File: config.mk
export PLATFORM = sky130hd
export DESIGN_NAME = counter_array_compare
export DESIGN_NICKNAME = d
export VERILOG_FILES = /design/src/rtl/counter_array_pkg.sv /design/src/rtl/counter_array_compare.sv
export SDC_FILE = /design/constraint.sdc
export NUM_CORES = 1
export LEC_CHECK = 0
export BUFFER_PORTS_ARGS = -buffer_cell sky130_fd_sc_hd__buf_2
export CAP_MARGIN = 20
export CORE_ASPECT_RATIO = 2
export CORE_MARGIN = 4
export CORE_UTILIZATION = 45
export DETAILED_ROUTE_END_ITERATION = 7
export PLACE_DENSITY = 0.74
export SLEW_MARGIN = 0
export SYNTH_ARGS = -nofsm -noshare
export SYNTH_HDL_FRONTEND = slang
export SYNTH_SLANG_ARGS = --single-unit
File: constraint.sdc
create_clock -name pclk -period 4.3 [get_ports pclk]
set_clock_uncertainty 0.15 [all_clocks]
set_input_delay 0.215 -clock pclk [delete_from_list [all_inputs] [get_ports pclk]]
set_output_delay 0.215 -clock pclk [all_outputs]
set_load 0.02 [all_outputs]
File: src/rtl/counter_array_pkg.sv
/*
 * Constants shared by the counter array design: register byte offsets on
 * the APB bus, field positions, reset values, timebase codes and the
 * prescaler counts. Assumes a 32-bit APB bus with byte addresses.
 */
`default_nettype none

package counter_array_pkg;

	localparam int NUM_MODULES = 5;
	localparam int WDT_MODULE  = 4;

	// Byte offsets; module registers sit one word apart from their base.
	localparam logic [7:0] CONTROL_OFFSET      = 8'h00;
	localparam logic [7:0] ARRAY_MODE_OFFSET   = 8'h04;
	localparam logic [7:0] COUNT_LOW_OFFSET    = 8'h08;
	localparam logic [7:0] COUNT_HIGH_OFFSET   = 8'h0C;
	localparam logic [7:0] MODULE_MODE_BASE    = 8'h10;
	localparam logic [7:0] COMPARE_LOW_BASE    = 8'h30;
	localparam logic [7:0] COMPARE_HIGH_BASE   = 8'h50;
	localparam logic [7:0] MODULE_STRIDE       = 8'h04;

	// Reset values.
	localparam logic [7:0] CONTROL_RESET       = 8'h00;
	localparam logic [7:0] ARRAY_MODE_RESET    = 8'h40;
	localparam logic [7:0] MODULE_MODE_RESET   = 8'h00;
	localparam logic [7:0] COMPARE_RESET       = 8'h00;
	localparam logic [15:0] COUNT_RESET        = 16'h0000;

	// Control register fields.
	localparam int CTL_OVF_BIT  = 7;
	localparam int CTL_RUN_BIT  = 6;

	// Array mode register fields.
	localparam int AM_IDLE_BIT  = 7;
	localparam int AM_WATCHDOG_ENABLE_BIT  = 6;
	localparam int AM_WATCHDOG_LOCK_BIT = 5;
	localparam int AM_TB_LSB    = 1;
	localparam int AM_OVFIE_BIT = 0;

	// Module mode register fields.
	localparam int MM_WIDE_BIT  = 7;
	localparam int MM_ECOM_BIT  = 6;
	localparam int MM_CAPP_BIT  = 5;
	localparam int MM_CAPN_BIT  = 4;
	localparam int MM_MAT_BIT   = 3;
	localparam int MM_TOG_BIT   = 2;
	localparam int MM_PWM_BIT   = 1;
	localparam int MM_IRQ_BIT   = 0;

	// Timebase select codes.
	localparam logic [2:0] TB_DIV12  = 3'h0;
	localparam logic [2:0] TB_DIV4   = 3'h1;
	localparam logic [2:0] TB_TIMER0 = 3'h2;
	localparam logic [2:0] TB_EVENT  = 3'h3;
	localparam logic [2:0] TB_SYSCLK = 3'h4;
	localparam logic [2:0] TB_EXT8   = 3'h5;

	// Prescaler terminal counts.
	localparam logic [3:0] DIV12_LAST = 4'hB;
	localparam logic [1:0] DIV4_LAST  = 2'h3;
	localparam logic [2:0] EXT8_LAST  = 3'h7;

endpackage

`default_nettype wire

File: src/rtl/counter_array_compare.sv
/*
 * Counter array: 16-bit counter, five compare modules (software timer,
 * toggle output, frequency output, 8- and 16-bit pulse modes) and the
 * watchdog built on module 4, reached as an APB slave.
 * Assumes the event and external clock pins are asynchronous to pclk,
 * while the timer overflow pulse and the idle level come from pclk logic.
 */
// Design decisions made here: the address map and register access over APB.
`timescale 1ns/10ps
`default_nettype none

// What this block does
// - Compare enabled with match sets event flag
// - Event flags are cleared only by software
// - Low byte write clears, high sets enable
// - Toggle mode inverts pin on 16-bit match
// - Frequency mode toggles, adds high to low
// - High byte zero means 256-clock half period
// - 8-bit pulse: high on match, low overflow
// - 8-bit pulse reloads low from high byte
// - Enable clear gives 0%, zero gives 100%
// - 16-bit pulse: high on match, low overflow
// - Watchdog compares reload byte with counter high
// - Watchdog active after reset, divide-by-12 timebase
// - Watchdog forces run, freezes counter and settings
// - Run bit writes stored but not obeyed, reads software value
// - Reload write loads counter high plus offset
// - Low overflow at reload match resets system
// - Writing module 4 flag forces reset
// - Lock keeps watchdog until reset; else disable
// - Enabled event flag raises shared interrupt
// - Mode register locked while watchdog enabled
module counter_array_compare (
	// Clock and reset
	input  wire logic        pclk,
	input  wire logic        presetn,
	// APB slave
	input  wire logic        psel,
	input  wire logic        penable,
	input  wire logic        pwrite,
	input  wire logic [7:0]  paddr,
	input  wire logic [31:0] pwdata,
	output logic      [31:0] prdata,
	output logic             pready,
	output logic             pslverr,
	// Timebase sources and CPU state
	input  wire logic        timer0_overflow,
	input  wire logic        count_event_pin,
	input  wire logic        ext_clock_pin,
	input  wire logic        cpu_idle,
	// Outputs
	output logic      [4:0]  module_output_pin,
	output logic             array_irq,
	output logic             watchdog_reset
);

	typedef struct packed {
		logic [15:0]     count;
		logic [7:0]      snapshot;
		logic            run;
		logic            ovf_flag;
		logic [4:0]      event_flag;
		logic            idle_suspend;
		logic            wdt_enable;
		logic            wdt_lock;
		logic            ovf_irq_enable;
		logic [2:0]      timebase;
		logic [4:0][7:0] module_mode;
		logic [4:0][7:0] cmp_low;
		logic [4:0][7:0] cmp_high;
		logic [4:0]      pin;
		logic [3:0]      div12;
		logic [1:0]      div4;
		logic [2:0]      div8;
		logic [2:0]      event_sync;
		logic            event_level;
		logic [2:0]      ext_sync;
		logic            ext_level;
		logic [31:0]     rdata;
		logic            err;
		logic            irq;
		logic            wdt_reset;
	} state_s;

	state_s s;
	state_s next_s;

	function automatic logic [7:0] slot_addr(input logic [7:0] base,
	                                         input int idx);
		slot_addr = base + 8'(idx * 4);
	endfunction

	function automatic logic is_mapped(input logic [7:0] addr);
		logic hit;
		hit = (addr == counter_array_pkg::CONTROL_OFFSET) ||
		      (addr == counter_array_pkg::ARRAY_MODE_OFFSET) ||
		      (addr == counter_array_pkg::COUNT_LOW_OFFSET) ||
		      (addr == counter_array_pkg::COUNT_HIGH_OFFSET);
		for (int i = 0; i < counter_array_pkg::NUM_MODULES; i++) begin
			hit = hit ||
			      addr == slot_addr(counter_array_pkg::MODULE_MODE_BASE, i) ||
			      addr == slot_addr(counter_array_pkg::COMPARE_LOW_BASE, i) ||
			      addr == slot_addr(counter_array_pkg::COMPARE_HIGH_BASE, i);
		end
		is_mapped = hit;
	endfunction

	logic        wdt_active;
	logic        src_tick;
	logic        tick;
	logic        low_ovf;
	logic        full_ovf;
	logic [15:0] next_count;
	logic [4:0]  set_flags;
	logic        setup;
	logic        wr;
	logic        count_write;
	logic [7:0]  wb;
	logic [7:0]  mm;
	logic        m8;
	logic        m16;
	logic        pulse8;

	// The access phase always completes in its first cycle.
	assign pready  = penable;
	assign pslverr = penable & s.err;
	assign prdata  = s.rdata;
	assign module_output_pin = s.pin;
	assign array_irq         = s.irq;
	assign watchdog_reset    = s.wdt_reset;

	always_comb begin
		next_s = s;
		next_s.wdt_reset = 1'b0;
		wb = pwdata[7:0];
		setup = psel & ~penable;
		wr = psel & penable & pwrite & is_mapped(paddr);
		wdt_active = s.wdt_enable | s.wdt_lock;
		set_flags = 5'h00;
		count_write = 1'b0;
		mm = 8'h00;
		m8 = 1'b0;
		m16 = 1'b0;
		pulse8 = 1'b0;

		// Pin inputs: a level counts once the 2nd and 3rd stages agree.
		next_s.event_sync = {s.event_sync[1:0], count_event_pin};
		next_s.ext_sync   = {s.ext_sync[1:0], ext_clock_pin};
		if (s.event_sync[1] == s.event_sync[2]) begin
			next_s.event_level = s.event_sync[2];
		end
		if (s.ext_sync[1] == s.ext_sync[2]) begin
			next_s.ext_level = s.ext_sync[2];
		end

		// Prescalers: div12 and div4 run freely, div8 counts rising edges of the external clock.
		next_s.div12 = (s.div12 == counter_array_pkg::DIV12_LAST) ?
		               4'h0 : s.div12 + 4'h1;
		next_s.div4 = s.div4 + 2'h1;
		if (~s.ext_level & next_s.ext_level) begin
			next_s.div8 = s.div8 + 3'h1;
		end

		case (s.timebase)
			counter_array_pkg::TB_DIV12:
				src_tick = (s.div12 == counter_array_pkg::DIV12_LAST);
			counter_array_pkg::TB_DIV4:
				src_tick = (s.div4 == counter_array_pkg::DIV4_LAST);
			counter_array_pkg::TB_TIMER0:
				src_tick = timer0_overflow;
			counter_array_pkg::TB_EVENT:
				src_tick = s.event_level & ~next_s.event_level;
			counter_array_pkg::TB_SYSCLK:
				src_tick = 1'b1;
			counter_array_pkg::TB_EXT8:
				src_tick = ~s.ext_level & next_s.ext_level &
				           (s.div8 == counter_array_pkg::EXT8_LAST);
			default:
				src_tick = 1'b0;
		endcase

		// The watchdog keeps the counter running whatever the run bit says.
		tick = src_tick & (s.run | wdt_active) &
		       ~(s.idle_suspend & cpu_idle);
		next_count = s.count + 16'h0001;
		low_ovf  = tick & (s.count[7:0] == 8'hFF);
		full_ovf = tick & (s.count == 16'hFFFF);

		// Every compare, reload and watchdog check waits for the tick.
		if (tick) begin
			next_s.count = next_count;
			if (full_ovf) begin
				next_s.ovf_flag = 1'b1;
			end
			for (int i = 0; i < counter_array_pkg::NUM_MODULES; i++) begin
				mm  = s.module_mode[i];
				m16 = (next_count == {s.cmp_high[i], s.cmp_low[i]});
				m8  = (next_count[7:0] == s.cmp_low[i]);
				pulse8 = mm[counter_array_pkg::MM_PWM_BIT] &
				         ~mm[counter_array_pkg::MM_TOG_BIT] &
				         ~mm[counter_array_pkg::MM_WIDE_BIT];
				if (i == counter_array_pkg::WDT_MODULE && wdt_active) begin
					// Module 4 is the watchdog: no pin or flag activity.
				end else if (mm[counter_array_pkg::MM_PWM_BIT] &
				             ~mm[counter_array_pkg::MM_ECOM_BIT]) begin
					next_s.pin[i] = 1'b0;
				end else if (mm[counter_array_pkg::MM_ECOM_BIT]) begin
					if (mm[counter_array_pkg::MM_PWM_BIT] &
					    mm[counter_array_pkg::MM_TOG_BIT]) begin
						// Adding 0x00 wraps the low byte by 256 counts.
						if (m8) begin
							next_s.pin[i] = ~s.pin[i];
							next_s.cmp_low[i] = s.cmp_low[i] + s.cmp_high[i];
						end
					end else if (pulse8) begin
						// Overflow reload first, so a zero value stays high.
						if (low_ovf) begin
							next_s.cmp_low[i] = s.cmp_high[i];
							next_s.pin[i] = (s.cmp_high[i] == 8'h00);
						end else if (m8) begin
							next_s.pin[i] = 1'b1;
						end
					end else if (mm[counter_array_pkg::MM_PWM_BIT]) begin
						// A match at count zero wins over the overflow.
						if (m16) begin
							next_s.pin[i] = 1'b1;
						end else if (full_ovf) begin
							next_s.pin[i] = 1'b0;
						end
					end else if (mm[counter_array_pkg::MM_TOG_BIT] &
					             mm[counter_array_pkg::MM_MAT_BIT] & m16) begin
						next_s.pin[i] = ~s.pin[i];
					end
					if (mm[counter_array_pkg::MM_MAT_BIT]) begin
						set_flags[i] = (mm[counter_array_pkg::MM_PWM_BIT] &
						                ~mm[counter_array_pkg::MM_WIDE_BIT]) ?
						               m8 : m16;
					end
				end
			end
			if (wdt_active & low_ovf &
			    s.cmp_high[counter_array_pkg::WDT_MODULE] == s.count[15:8]) begin
				next_s.wdt_reset = 1'b1;
			end
		end

		// Register reads are prepared in the setup cycle.
		next_s.err = setup & ~is_mapped(paddr);
		if (setup) begin
			next_s.rdata = 32'h0000_0000;
			if (paddr == counter_array_pkg::CONTROL_OFFSET) begin
				next_s.rdata[7:0] = {s.ovf_flag, s.run, 1'b0, s.event_flag};
			end else if (paddr == counter_array_pkg::ARRAY_MODE_OFFSET) begin
				next_s.rdata[7:0] = {s.idle_suspend, s.wdt_enable, s.wdt_lock,
				                     1'b0, s.timebase, s.ovf_irq_enable};
			end else if (paddr == counter_array_pkg::COUNT_LOW_OFFSET) begin
				next_s.rdata[7:0] = s.count[7:0];
				if (~pwrite) begin
					next_s.snapshot = s.count[15:8];
				end
			end else if (paddr == counter_array_pkg::COUNT_HIGH_OFFSET) begin
				next_s.rdata[7:0] = s.snapshot;
			end
			for (int i = 0; i < counter_array_pkg::NUM_MODULES; i++) begin
				if (paddr == slot_addr(counter_array_pkg::MODULE_MODE_BASE, i)) begin
					next_s.rdata[7:0] = s.module_mode[i];
				end
				if (paddr == slot_addr(counter_array_pkg::COMPARE_LOW_BASE, i)) begin
					next_s.rdata[7:0] = s.cmp_low[i];
				end
				if (paddr == slot_addr(counter_array_pkg::COMPARE_HIGH_BASE, i)) begin
					next_s.rdata[7:0] = s.cmp_high[i];
				end
			end
		end

		// Writes take effect at the access edge; they beat the tick, except its flag sets.
		if (wr) begin
			if (paddr == counter_array_pkg::CONTROL_OFFSET) begin
				next_s.run = wb[counter_array_pkg::CTL_RUN_BIT];
				next_s.ovf_flag = wb[counter_array_pkg::CTL_OVF_BIT];
				next_s.event_flag = wb[4:0];
				if (wdt_active & wb[counter_array_pkg::WDT_MODULE]) begin
					next_s.wdt_reset = 1'b1;
				end
			end else if (paddr == counter_array_pkg::ARRAY_MODE_OFFSET) begin
				if (s.wdt_enable) begin
					// Only the enable bit is taken, and only when it turns the watchdog off.
					if (~wb[counter_array_pkg::AM_WATCHDOG_ENABLE_BIT]) begin
						next_s.wdt_enable = 1'b0;
					end
				end else begin
					next_s.wdt_enable = wb[counter_array_pkg::AM_WATCHDOG_ENABLE_BIT];
					next_s.wdt_lock = s.wdt_lock |
					                  wb[counter_array_pkg::AM_WATCHDOG_LOCK_BIT];
					next_s.ovf_irq_enable = wb[counter_array_pkg::AM_OVFIE_BIT];
					if (~wdt_active) begin
						next_s.idle_suspend = wb[counter_array_pkg::AM_IDLE_BIT];
						next_s.timebase =
						    wb[counter_array_pkg::AM_TB_LSB +: 3];
					end
				end
			end else if (~wdt_active &&
			             paddr == counter_array_pkg::COUNT_LOW_OFFSET) begin
				next_s.count[7:0] = wb;
				count_write = 1'b1;
			end else if (~wdt_active &&
			             paddr == counter_array_pkg::COUNT_HIGH_OFFSET) begin
				next_s.count[15:8] = wb;
				count_write = 1'b1;
			end
			for (int i = 0; i < counter_array_pkg::NUM_MODULES; i++) begin
				if (i == counter_array_pkg::WDT_MODULE && wdt_active) begin
					if (paddr == slot_addr(counter_array_pkg::COMPARE_LOW_BASE, i)) begin
						next_s.cmp_low[i] = wb;
					end
					if (paddr == slot_addr(counter_array_pkg::COMPARE_HIGH_BASE, i)) begin
						next_s.cmp_high[i] = s.count[15:8] + s.cmp_low[i];
					end
				end else begin
					if (paddr == slot_addr(counter_array_pkg::MODULE_MODE_BASE, i)) begin
						next_s.module_mode[i] = wb;
					end
					if (paddr == slot_addr(counter_array_pkg::COMPARE_LOW_BASE, i)) begin
						next_s.cmp_low[i] = wb;
						next_s.module_mode[i][counter_array_pkg::MM_ECOM_BIT] =
						    1'b0;
					end
					if (paddr == slot_addr(counter_array_pkg::COMPARE_HIGH_BASE, i)) begin
						next_s.cmp_high[i] = wb;
						next_s.module_mode[i][counter_array_pkg::MM_ECOM_BIT] =
						    1'b1;
					end
				end
			end
		end
		if (count_write) begin
			next_s.count = next_s.count;
		end

		// Hardware sets win over a clearing write in the same cycle.
		next_s.event_flag = next_s.event_flag | set_flags;
		if (full_ovf) begin
			next_s.ovf_flag = 1'b1;
		end
		next_s.irq = (next_s.ovf_flag & next_s.ovf_irq_enable);
		for (int i = 0; i < counter_array_pkg::NUM_MODULES; i++) begin
			if (next_s.event_flag[i] &
			    next_s.module_mode[i][counter_array_pkg::MM_IRQ_BIT]) begin
				next_s.irq = 1'b1;
			end
		end
	end

	always_ff @(posedge pclk or negedge presetn) begin
		if (!presetn) begin
			s <= '0;
			s.count <= counter_array_pkg::COUNT_RESET;
			s.wdt_enable <= counter_array_pkg::ARRAY_MODE_RESET[
			                    counter_array_pkg::AM_WATCHDOG_ENABLE_BIT];
			s.timebase <= counter_array_pkg::TB_DIV12;
			s.module_mode <= {counter_array_pkg::NUM_MODULES{
			                     counter_array_pkg::MODULE_MODE_RESET}};
			s.cmp_low <= {counter_array_pkg::NUM_MODULES{
			                 counter_array_pkg::COMPARE_RESET}};
			s.cmp_high <= {counter_array_pkg::NUM_MODULES{
			                  counter_array_pkg::COMPARE_RESET}};
		end else begin
			s <= next_s;
		end
	end

endmodule

`default_nettype wire

; After elaboration in Yosys (flattened, before gate mapping)
; Cells that the tools add are included.
[classes]
add_sub_neg = 10
muxes = 186
n_eq_ne = 56
reduce_logical = 67
n_bitwise = 92
[ops]
columns = cell, n
row1 = $mux 8, 71
row2 = $mux 133, 1
row3 = $mux 1, 101
row4 = $eq 16x16->1, 5
row5 = $mux 16, 4
row6 = $and 1x1->1, 58
row7 = $add 8x8->8, 6
row8 = $eq 8x7->1 const B, 6
row9 = $eq 8x8->1, 6
row10 = $logic_not 8->1, 6
row11 = $eq 8x6->1 const B, 5
row12 = $mux 40, 1
row13 = $eq 8x5->1 const B, 4
row14 = $ne 6x1->1 const B, 5
row15 = $not 1->1, 30
row16 = $reduce_and 2->1, 14
row17 = $reduce_bool 5->1, 5
row18 = $reduce_and 6->1, 4
row19 = $ne 4x3->1 const B, 5
row20 = $logic_or 1x1->1, 18
row21 = $add 16x1->16 const B, 1
row22 = $eq 16x16->1 const B, 1
row23 = $eq 8x4->1 const B, 2
row24 = $ne 3x3->1 const B, 5
row25 = 27 further kinds, 47
[word_totals]
register_bits = 191

; Logic depth before layout (Yosys ltp)
; Gate-level depths: netlist of the first run.
[logic_depth]
word_depth = 28
depth_mapped = 12
mapped_depth_nobuf = 12

; Worst setup path after synthesis of the first run
; No wires, ideal clock.
[synth_path]
kind = flip-flop to flip-flop
start = register s[200] in the netlist's numbering
end = register s (netlist bit module_output_pin[4])
arrival_time_ns = 2.957
period_less_slack_ns = 3.229
path_stages_with_launch = 11
setup_slack_ns = 1.071
required_time_ns = 4.028
path_cell_list = dfrtp_1 ha_1 nand4_4 nor4_2 xnor2_1 xnor2_1 or4_1 or3_1 nor2_1 o21ai_0 a32o_1
[synth_via]
elab_chain_cells = 8
elab_cells_between_ends = 20
[synth_lines]
columns = element, line_no
row1 = "start, declared", counter_array_compare.sv:85  ; state_s s;
row2 = "start signal, assigned", counter_array_compare.sv:369  ; s <= next_s;
row3 = $add 16x1->16, counter_array_compare.sv:185  ; next_count = s.count + 16'h0001;
row4 = $eq 16x16->1, counter_array_compare.sv:197  ; m16 = (next_count == {s.cmp_high[i], s.cmp_low[i]});
row5 = $mux 1, counter_array_compare.sv:225  ; if (m16) begin
row6 = $mux 1, counter_array_compare.sv:223  ; end else if (mm[counter_array_pkg::MM_PWM_BIT]) begin
row7 = $mux 1, counter_array_compare.sv:215  ; end else if (pulse8) begin
row8 = $mux 1, counter_array_compare.sv:208  ; if (mm[counter_array_pkg::MM_PWM_BIT] &
row9 = $mux 1, counter_array_compare.sv:207  ; end else if (mm[counter_array_pkg::MM_ECOM_BIT]) begin
row10 = $mux 1, counter_array_compare.sv:204  ; end else if (mm[counter_array_pkg::MM_PWM_BIT] &
; Several ways; a longest one is shown, not always the timed one. The select of a mux whose other input is x is not followed.
; A chain may end at the register's enable or synchronous reset.

==> results.md, run 1 <==
- Deepest clock path buffer count: 2
- Required time of the critical path: about 4.6 ns
- Drt wl/cell: about 30 um
- Cell area after synthesis: ~0.015 mm^2
- Finish-stage setup viols: 0
- DP HPWL: 45.9 mm
- Die height: between 200 and 300 um
- WS Path Type: flop to flop
- P_leak: approximately 7.0 nW
- Final std cells w/o fill: approximately 2,100
- DRC: 1
- Placed cells: around 2,100
- Routed wl met2: ~30 mm
- Max stage delay on crit path: 0.77 ns
- Share of cells above drive strength 1: roughly 15%
- Clk slew on worst S/H paths: 0.08 ns
- Routability cong.: ~1.1
- Initial antenna violation count: 0
- Worst r2r src: s[202]$_DFF_PN0_
- Worst Hold Path Cells: 3
- CP endpoint kind: flop
- Most common cell in the netlist: dfrtp_1
- Final setup TNS: 0 ns
- Layout area overhead: 9.74%
- Critical path cell sequence: nand2_1, nor4_2, buf_4, xnor3_1, nand2_1, nor4_1, a21oi_1, o31ai_1, buf_4, a32oi_1, buf_4, nand4_1
- Core area: roughly 0.032 mm^2
- Post-Route WL: 62.5 mm
- Critical Path Most Common Cell: buf_4
- H-Tree Depth: 4
- RSZ-0062 raised after global routing: false
- Hold_sp: paddr[1]
- Synth top cells by count: 190 x dfrtp_1, 162 x nand2_1, 134 x nor2_1
- Final ANT Viol Nets: 0
- Layout fillers: slightly above 3,000
- CTS tree: done
- Die width: 135 um
- First-pass GRT wire length: about 90 mm
- Grt ovf: 0
- Cell Rows: between 90 and 100
- Root Buffer: clkbuf_16
- Hold buffers post-CTS: 3
- Fin Hold WS: 0.0522 ns
- TritonCTS buffer count: 17
- Synth warn: 0
- Final core occ: between 50 and 60%
- 1st-iter DRT viols: between 1,500 and 2,000
- Via-to-Cell Ratio: around 6.7
- Rel. slew slack: between 30% and 40%
- Nets@finish: approximately 1,800
- Yosys top cell by area: dfrtp_1
- RR Endpoint: array_irq$_DFF_PN0_
- Port Buf Inserts: 41
- Post-Syn Instances: 1,647
- Maximum fanout along the worst path: 10
- I/O pin total: 90
- Worst Hold Class: primary input to flop
- Final Slew Violations: 0
- Worst IR Drop VDD: around 0.3 mV
- Clock latency on the worst-skew pair: approximately 0.47 ns
- Final hold vios: 0
- Max cap viols: 0
- EDFF count, synth: 0
- Post-synthesis sequential area ratio: between 30 and 40%
- Worst-Margin Slew: approximately 1.0 ns
- Top Metal Used: met4
- Status: finished, violations left
- Top FF cell, synth: dfrtp_1
- Setup Buffers After CTS: 0
- Avg Synthesized Cell Area: between 8 and 9 um^2
- Initial core utilization: a little under half
- Vias: between 10,000 and 15,000
- Largest net degree at the start of global routing: 97
- Final period utilization: around nine tenths
- DRT Pass-1 Iters: 8
- Critical path arrival: approximately 4.2 ns
- Asr flop ratio synth: 100%
- Crit path max-delay cell type: nor4_2
- Post_cts resized: 0
- Area contributors post-synth: dfrtp_1 33%, mux2_2 5.9%, xnor2_1 4.9%
- Power per standard cell area: around 240 mW/mm^2
- Worst reg-to-reg path cell count: 12
- Final Power: ~0.0038 W
- WL met1: between 20 and 25 mm
- Max Clock Freq: 257 MHz
- Flop and latch count out of synthesis: approximately 190
- Synth unique cells: 85
- Min-Delay Endpoint: s[2]$_DFF_PN0_
- Failing checks: design-rule violations
- Vias in the first global route: between 10,000 and 15,000
- Startpoint types: flop
- Die footprint: between 0.03 and 0.04 mm^2
- Met3 wire length: ~4.5 mm
- Synth top area share: ~33%
- Total track usage: 35.4%
- Clock sink count: between 150 and 200
- R2R Setup Slk: approximately 0.4 ns
- Min cycle time layout: approximately 3.9 ns
critical path: cells and delay by family (launching register included):
| family | cells | cell delay, ns |
|---|---|---|
| AO/OA/AOI/OAI | 3 | 0.50 |
| XOR/XNOR | 1 | 0.13 |
| buffers and inverters | 3 | 0.64 |
| flip-flops | 1 | 0.66 |
| AND/OR/NAND/NOR | 5 | 1.76 |
stage by stage:
stage                     setup slack, ns  instance area [um^2]
final                               0.411                 16000
after global routing                0.275                 16000
after CTS                           0.496                 15900
after detailed placement            0.514                 15300
after global placement              0.477                 15300
after floorplan                      1.07                 14600
area by class of cell:
| type | count | area, um^2 | share of cell area (%) |
|---|---|---|---|
| inverters | 66 | 248 | 1.55 |
| diodes | 1 | 2.50 | 0.0157 |
| flip-flops and latches | 191 | 4780 | 30.0 |
| well taps | 423 | 529 | 3.32 |
| clock inverters | 14 | 158 | 0.988 |
| multi-input cells | 1274 | 8910 | 55.9 |
| clock buffers | 18 | 429 | 2.69 |
| repair buffers | 129 | 895 | 5.61 |
placed cells by master, fill, tap and decap left out, types with 9 or more instances in the layout:
cell         n
xor2_1      35
nand4_1     19
a21o_1      23
a211oi_1    12
buf_2       40
xnor2_1     82
mux2_2      76
mux2i_1     21
a221oi_1    28
buf_4       83
nor2_1     134
o211ai_1    11
nand3_1     40
nand2b_1    10
dfrtp_1    190
nor3_1      31
xnor3_1     17
nor4_1      18
a22oi_1     23
or4_1       11
a31oi_1     16
o221ai_1    11
nand2_1    162
ha_1        47
and3_1       9
o21ai_0    107
o22ai_1     29
conb_1      24
inv_1       66
a21oi_1    106
a22o_1       9
clkbuf_16   17
o31ai_1      9
o21bai_1    13
how the worst max path moves through the flow:
stage | start | to | slack (ns) | cells after the start
after global routing | s[202]$_DFF_PN0_ | array_irq$_DFF_PN0_ | 0.27 | 12
final | s[202]$_DFF_PN0_ | array_irq$_DFF_PN0_ | 0.41 | 12
after global placement | s[202]$_DFF_PN0_ | array_irq$_DFF_PN0_ | 0.48 | 12
after CTS | s[202]$_DFF_PN0_ | module_output_pin[3]$_DFFE_PN0P_ | 0.50 | 10
after floorplan | s[200]$_DFF_PN0_ | module_output_pin[4]$_DFFE_PN0P_ | 1.07 | 10
after detailed placement | s[202]$_DFF_PN0_ | module_output_pin[3]$_DFFE_PN0P_ | 0.51 | 10
power breakdown:
group | switching (W) | internal (W)
Combinational | 0.000209 | 0.0000799
Clock | 0.000789 | 0.000867
Sequential | 0.0000275 | 0.00182
per-layer routing:
metal  up-vias  GRT usage (%)
li1       6027              -
met1      6850           38.4
met2       900           59.2
met3       327           5.52
met4         0           30.9
met5         -              0
state kept, by name, summed over array words and instances (netlist names):
register	cells
s	172
array_irq	1
next_s	4
watchdog_reset	1
prdata	8
module_output_pin	5
logic make-up after synthesis:
family	share of synthesized area, %
and+or+nand+nor	16.9
AOI/OAI and AO/OA	20.7
buffers and inverters	6.40
DFF	32.9
xor gates and xnor gates	9.96
muxes	8.11
adders and majority gates	5.01
other	0.0258
No activity file was read; power rests on OpenSTA's default activity.
==> run 2: changes to the inputs <==
--- a/config.mk
+++ b/config.mk
@@ -5,6 +5,7 @@
 export SDC_FILE = /design/constraint.sdc
 export NUM_CORES = 1
 export LEC_CHECK = 0
+export ABC_AREA = 1
 export BUFFER_PORTS_ARGS = -buffer_cell sky130_fd_sc_hd__buf_2
 export CAP_MARGIN = 20
 export CORE_ASPECT_RATIO = 2
==> run 2 against run 1 <==
Effect of this change:
- the flow now finishes without violations
- first-iteration DRC count increased by 7.3%
- maximum frequency up 8.7%
- register-to-register slack better by 0.31 ns
- sequential power barely moved
- global-route usage fell by 2.7 points
- flip-flop and latch count did not move
- non-clock buffer count fell by 45
- highest routed layer is now met5
- critical endpoint is now s[114]$_DFF_PN0_
- die area increased by 1.2%
==> results.md, run 2 <==
- Status: completed
- Worst IR Drop VDD: 0.203 mV (-34%)
- Largest Register: s
- Hold_sp: pwdata[5]
- Largest family of logic cells by synthesized area: simple AND/OR/NAND/NOR gates
- Worst-Margin Slew: 1.11 ns (+0.0659 ns)
- P_leak: 7.79 nW (+12%)
- Max cap viols: 0 (unchanged)
- Final std cells w/o fill: 2,662 (+26%)
- Simple-Gate Fraction of Synth Area: 31.4% (+14 points)
- Die height: 264 um (+0.62%)
- R2R Setup Slk: 0.72 ns (+0.31 ns)
- DP HPWL: 43.3 mm (-5.8%)
- H-Tree Depth: 4 (unchanged)
- Critical Path Most Common Cell: nand2_1
- Flop and latch count out of synthesis: 191 (unchanged)
- Most common cell in the netlist: nand2_1
- First-pass GRT wire length: 88.3 mm (-2.2%)
- Crit path max-delay cell type: ha_1
- DP Area: 0.0153 mm^2 (about the same)
- Deepest clock path buffer count: 2 (unchanged)
- Commonest non-fill, non-tap cell in the layout: nand2_1
- Required time of the critical path: 4.51 ns (-0.06 ns)
- Worst Hold Class: primary input to flop
- Internal power: 0.00272 W (-1.7%)
- Area contributors post-synth: dfrtp_1 32%, nand2_1 15%, o21ai_0 7.3%
- Grt ovf: 0 (unchanged)
- Clock sink count: 191 (unchanged)
- Synth top cells by count: 596 x nand2_1, 247 x inv_1, 214 x o21ai_0
- Top FF cell, synth: dfrtp_1
- Synth top area share: 32.3% (-0.41 points)
- Initial antenna violation count: 1 (+1)
- Fin area: 0.0160 mm^2 (+0.26%)
- Yosys top cell by area: dfrtp_1
- Min cycle time layout: 3.58 ns (-0.311 ns)
- Port Buf Inserts: 41 (unchanged)
- DRT Pass-1 Iters: 6 (-2)
- Post-Syn Instances: 2,183 (+33%)
- Avg Synthesized Cell Area: 6.74 um^2 (-24%)
- Comb power frac: 6.7% (-0.9 points)
- EDFF count, synth: 0 (unchanged)
- Total track usage: 32.7% (-2.7 points)
- Synth unique cells: 53 (-38%)
- Via-to-Cell Ratio: 5.87 (-12%)
- CTS tree: done
- 1st-iter DRT viols: 1,863 (+7.3%)
- Die width: 136 um (+0.60%)
- Vias: 15,600 (+11%)
- Area of the multi-input gates: 0.00851 mm^2 (-4.5%)
- Core area: 0.0322 mm^2 (+1.8%)
- Critical path cell sequence: ha_1, inv_1, nand2_1, nand4_1, nor3_1, o21ai_0, nor2_1, nand2_1, nor2_1, inv_1, a21oi_1, o21ai_0, nand2_1, nand3_1, nand2_1, inv_1
- Setup Buffers After CTS: 0 (unchanged)
- RSZ-0062 raised after global routing: false
- Cell Rows: 93 (+1.1%)
- Worst Hold Path Cells: 3 (unchanged)
- Nets@finish: 2,322 (+30%)
- Final setup margin: 0.722 ns (+0.311 ns)
- Clock latency on the worst-skew pair: 0.47 ns (about the same)
- Register area: 0.00478 mm^2 (unchanged)
- Layout area overhead: 8.63%
- Initial core utilization: 45.7% (-0.24 points)
- Layout fillers: 3,241 (+6.8%)
- Final setup TNS: 0 ns (unchanged)
- Complex-gate fraction of the synthesized area: 17.1% (-3.6 points)
- Psw: 0.00106 W (+3.1%)
- Root Buffer: clkbuf_16
- Critical path arrival: 3.79 ns (-0.37 ns)
- Share of cells above drive strength 1: 8.60% (-6.6 points)
- Xor and xnor area share after synthesis: 3.69% (-6.3 points)
- Cell area after synthesis: 0.0147 mm^2 (+1.3%)
- Startpoint types: flop
- Routability cong.: 1.03 (-6.1%)
- Multiplexer share of the synthesized area: 0.153% (-8.0 points)
- Final Power: 0.00378 W (-0.43%)
- Setup WS pre-CTS: 0.793 ns (+0.279 ns)
- Sw frac: 28.0% (+0.96 points)
- Post_cts resized: 0 (unchanged)
- Power per standard cell area: 236 mW/mm^2 (-0.69%)
- CP endpoint kind: flop
- Die footprint: 0.0359 mm^2 (+1.2%)
- Worst r2r src: s[199]$_DFF_PN0_
- Final period utilization: 83.2% (-7.2 points)
- Final ANT Viol Nets: 0 (unchanged)
- Largest net degree at the start of global routing: 111 (+14%)
- Sequential Power Share: 49.0% (+0.3 points)
- Final Slew Violations: 0 (unchanged)
- Max stage delay on crit path: 0.70 ns (-0.07 ns)
- Commonest non-fill, non-tap cells in the layout: 596 x nand2_1, 247 x inv_1, 214 x o21ai_0, 190 x dfrtp_1, 169 x nor2_1
- Adder-Cell Fraction of Synth Area: 4.95% (-0.063 points)
- Worst reg-to-reg path cell count: 16 (+4)
- Largest register FFs: 172 (unchanged)
- Min-Delay Endpoint: s[134]$_DFF_PN0_
- Post-synthesis sequential area ratio: 32.5% (-0.42 points)
- Asr flop ratio synth: 100% (unchanged)
- Drt wl/cell: 21.8 um (-26%)
- Clk slew on worst S/H paths: 0.08 ns (about the same)
- Vias in the first global route: 15,300 (+11%)
- Clk pwr share: 44.3% (+0.6 points)
- WS Path Type: flop to flop
- Maximum fanout along the worst path: 6 (-4)
- Max Clock Freq: 279 MHz (+8.7%)
- Synth warn: 0 (unchanged)
- Post-Route WL: 58.1 mm (-7.0%)
- DRC: 0 (-1)
- Placed cells: 2,622 (+26%)
- Finish-stage setup viols: 0 (unchanged)
- Hold buffers post-CTS: 6 (+3)
- TritonCTS buffer count: 17 (unchanged)
- Rel. slew slack: 26.2% (-4.0 points)
- I/O pin total: 90 (unchanged)
- Final hold vios: 0 (unchanged)
- RR Endpoint: s[114]$_DFF_PN0_
==> run 2: worst max-delay path, delay by kind of cell (launching register included) <==
family          cells  cell delay, ns
simple gates        9            1.03
buf+inv             3            0.55
compound gates      3            0.50
fa+ha+maj           1            0.70
flops               1            0.49
==> run 2: worst max-delay path by stage <==
stage | slack (ns) | depth (start not counted) | to | startpoint
finish | 0.72 | 16 | s[114]$_DFF_PN0_ | s[199]$_DFF_PN0_
global route | 0.55 | 18 | s[122]$_DFF_PN0_ | s[199]$_DFF_PN0_
CTS | 0.88 | 16 | s[114]$_DFF_PN0_ | s[199]$_DFF_PN0_
detailed placement | 0.79 | 16 | array_irq$_DFF_PN0_ | paddr[6]
global placement | 0.86 | 16 | array_irq$_DFF_PN0_ | paddr[6]
floorplan | 1.93 | 17 | module_output_pin[3]$_DFFE_PN0P_ | s[200]$_DFF_PN0_
==> run 2: cells by family after synthesis <==
kind of cell             Yosys count
AO/OA/AOI/OAI                    464
XOR/XNOR                          62
adder cells (fa/ha/maj)           55
buffers and inverters            356
flip-flops                       191
multiplexers                       2
other                              1
AND/OR/NAND/NOR                 1052
==> run 2: area by class of cell <==
cell class	instances	area share, %
inverters	267	6.27
flip-flops and latches	191	29.9
clock buffers	17	2.66
multi-input cells	1659	53.2
repair buffers	84	3.53
clock inverters	15	1.06
well taps	427	3.34
diodes	2	0.0313
==> run 2: power groups by stage <==
stage | clock [W] | sequential, W | combinational [W]
floorplan | 0 | 0.00188 | 0.000148
global route | 0.00175 | 0.00185 | 0.000277
finish | 0.00167 | 0.00185 | 0.000254
global placement | 0 | 0.00188 | 0.000242
detailed placement | 0 | 0.00189 | 0.000248
CTS | 0.00168 | 0.00185 | 0.000253
==> run 2: stage by stage <==
stage | util (%) | hold WS (ns)
3_5_place_dp | 47.6 | 0.176
4_1_cts | 49.6 | 0.00646
2_1_floorplan | - | -0.231
5_1_grt | 49.6 | 0.00937
6_report | 49.6 | 0.0261
3_3_place_gp | 47.6 | 0.174
==> run 2: layer usage <==
layer	up-vias	GRT usage, %	part of all wire, %
met2	877	54.3	48
li1	7216	-	-
met4	2	30.1	12
met1	7196	34.3	33
met5	-	0	0.028
met3	336	5.81	7.4
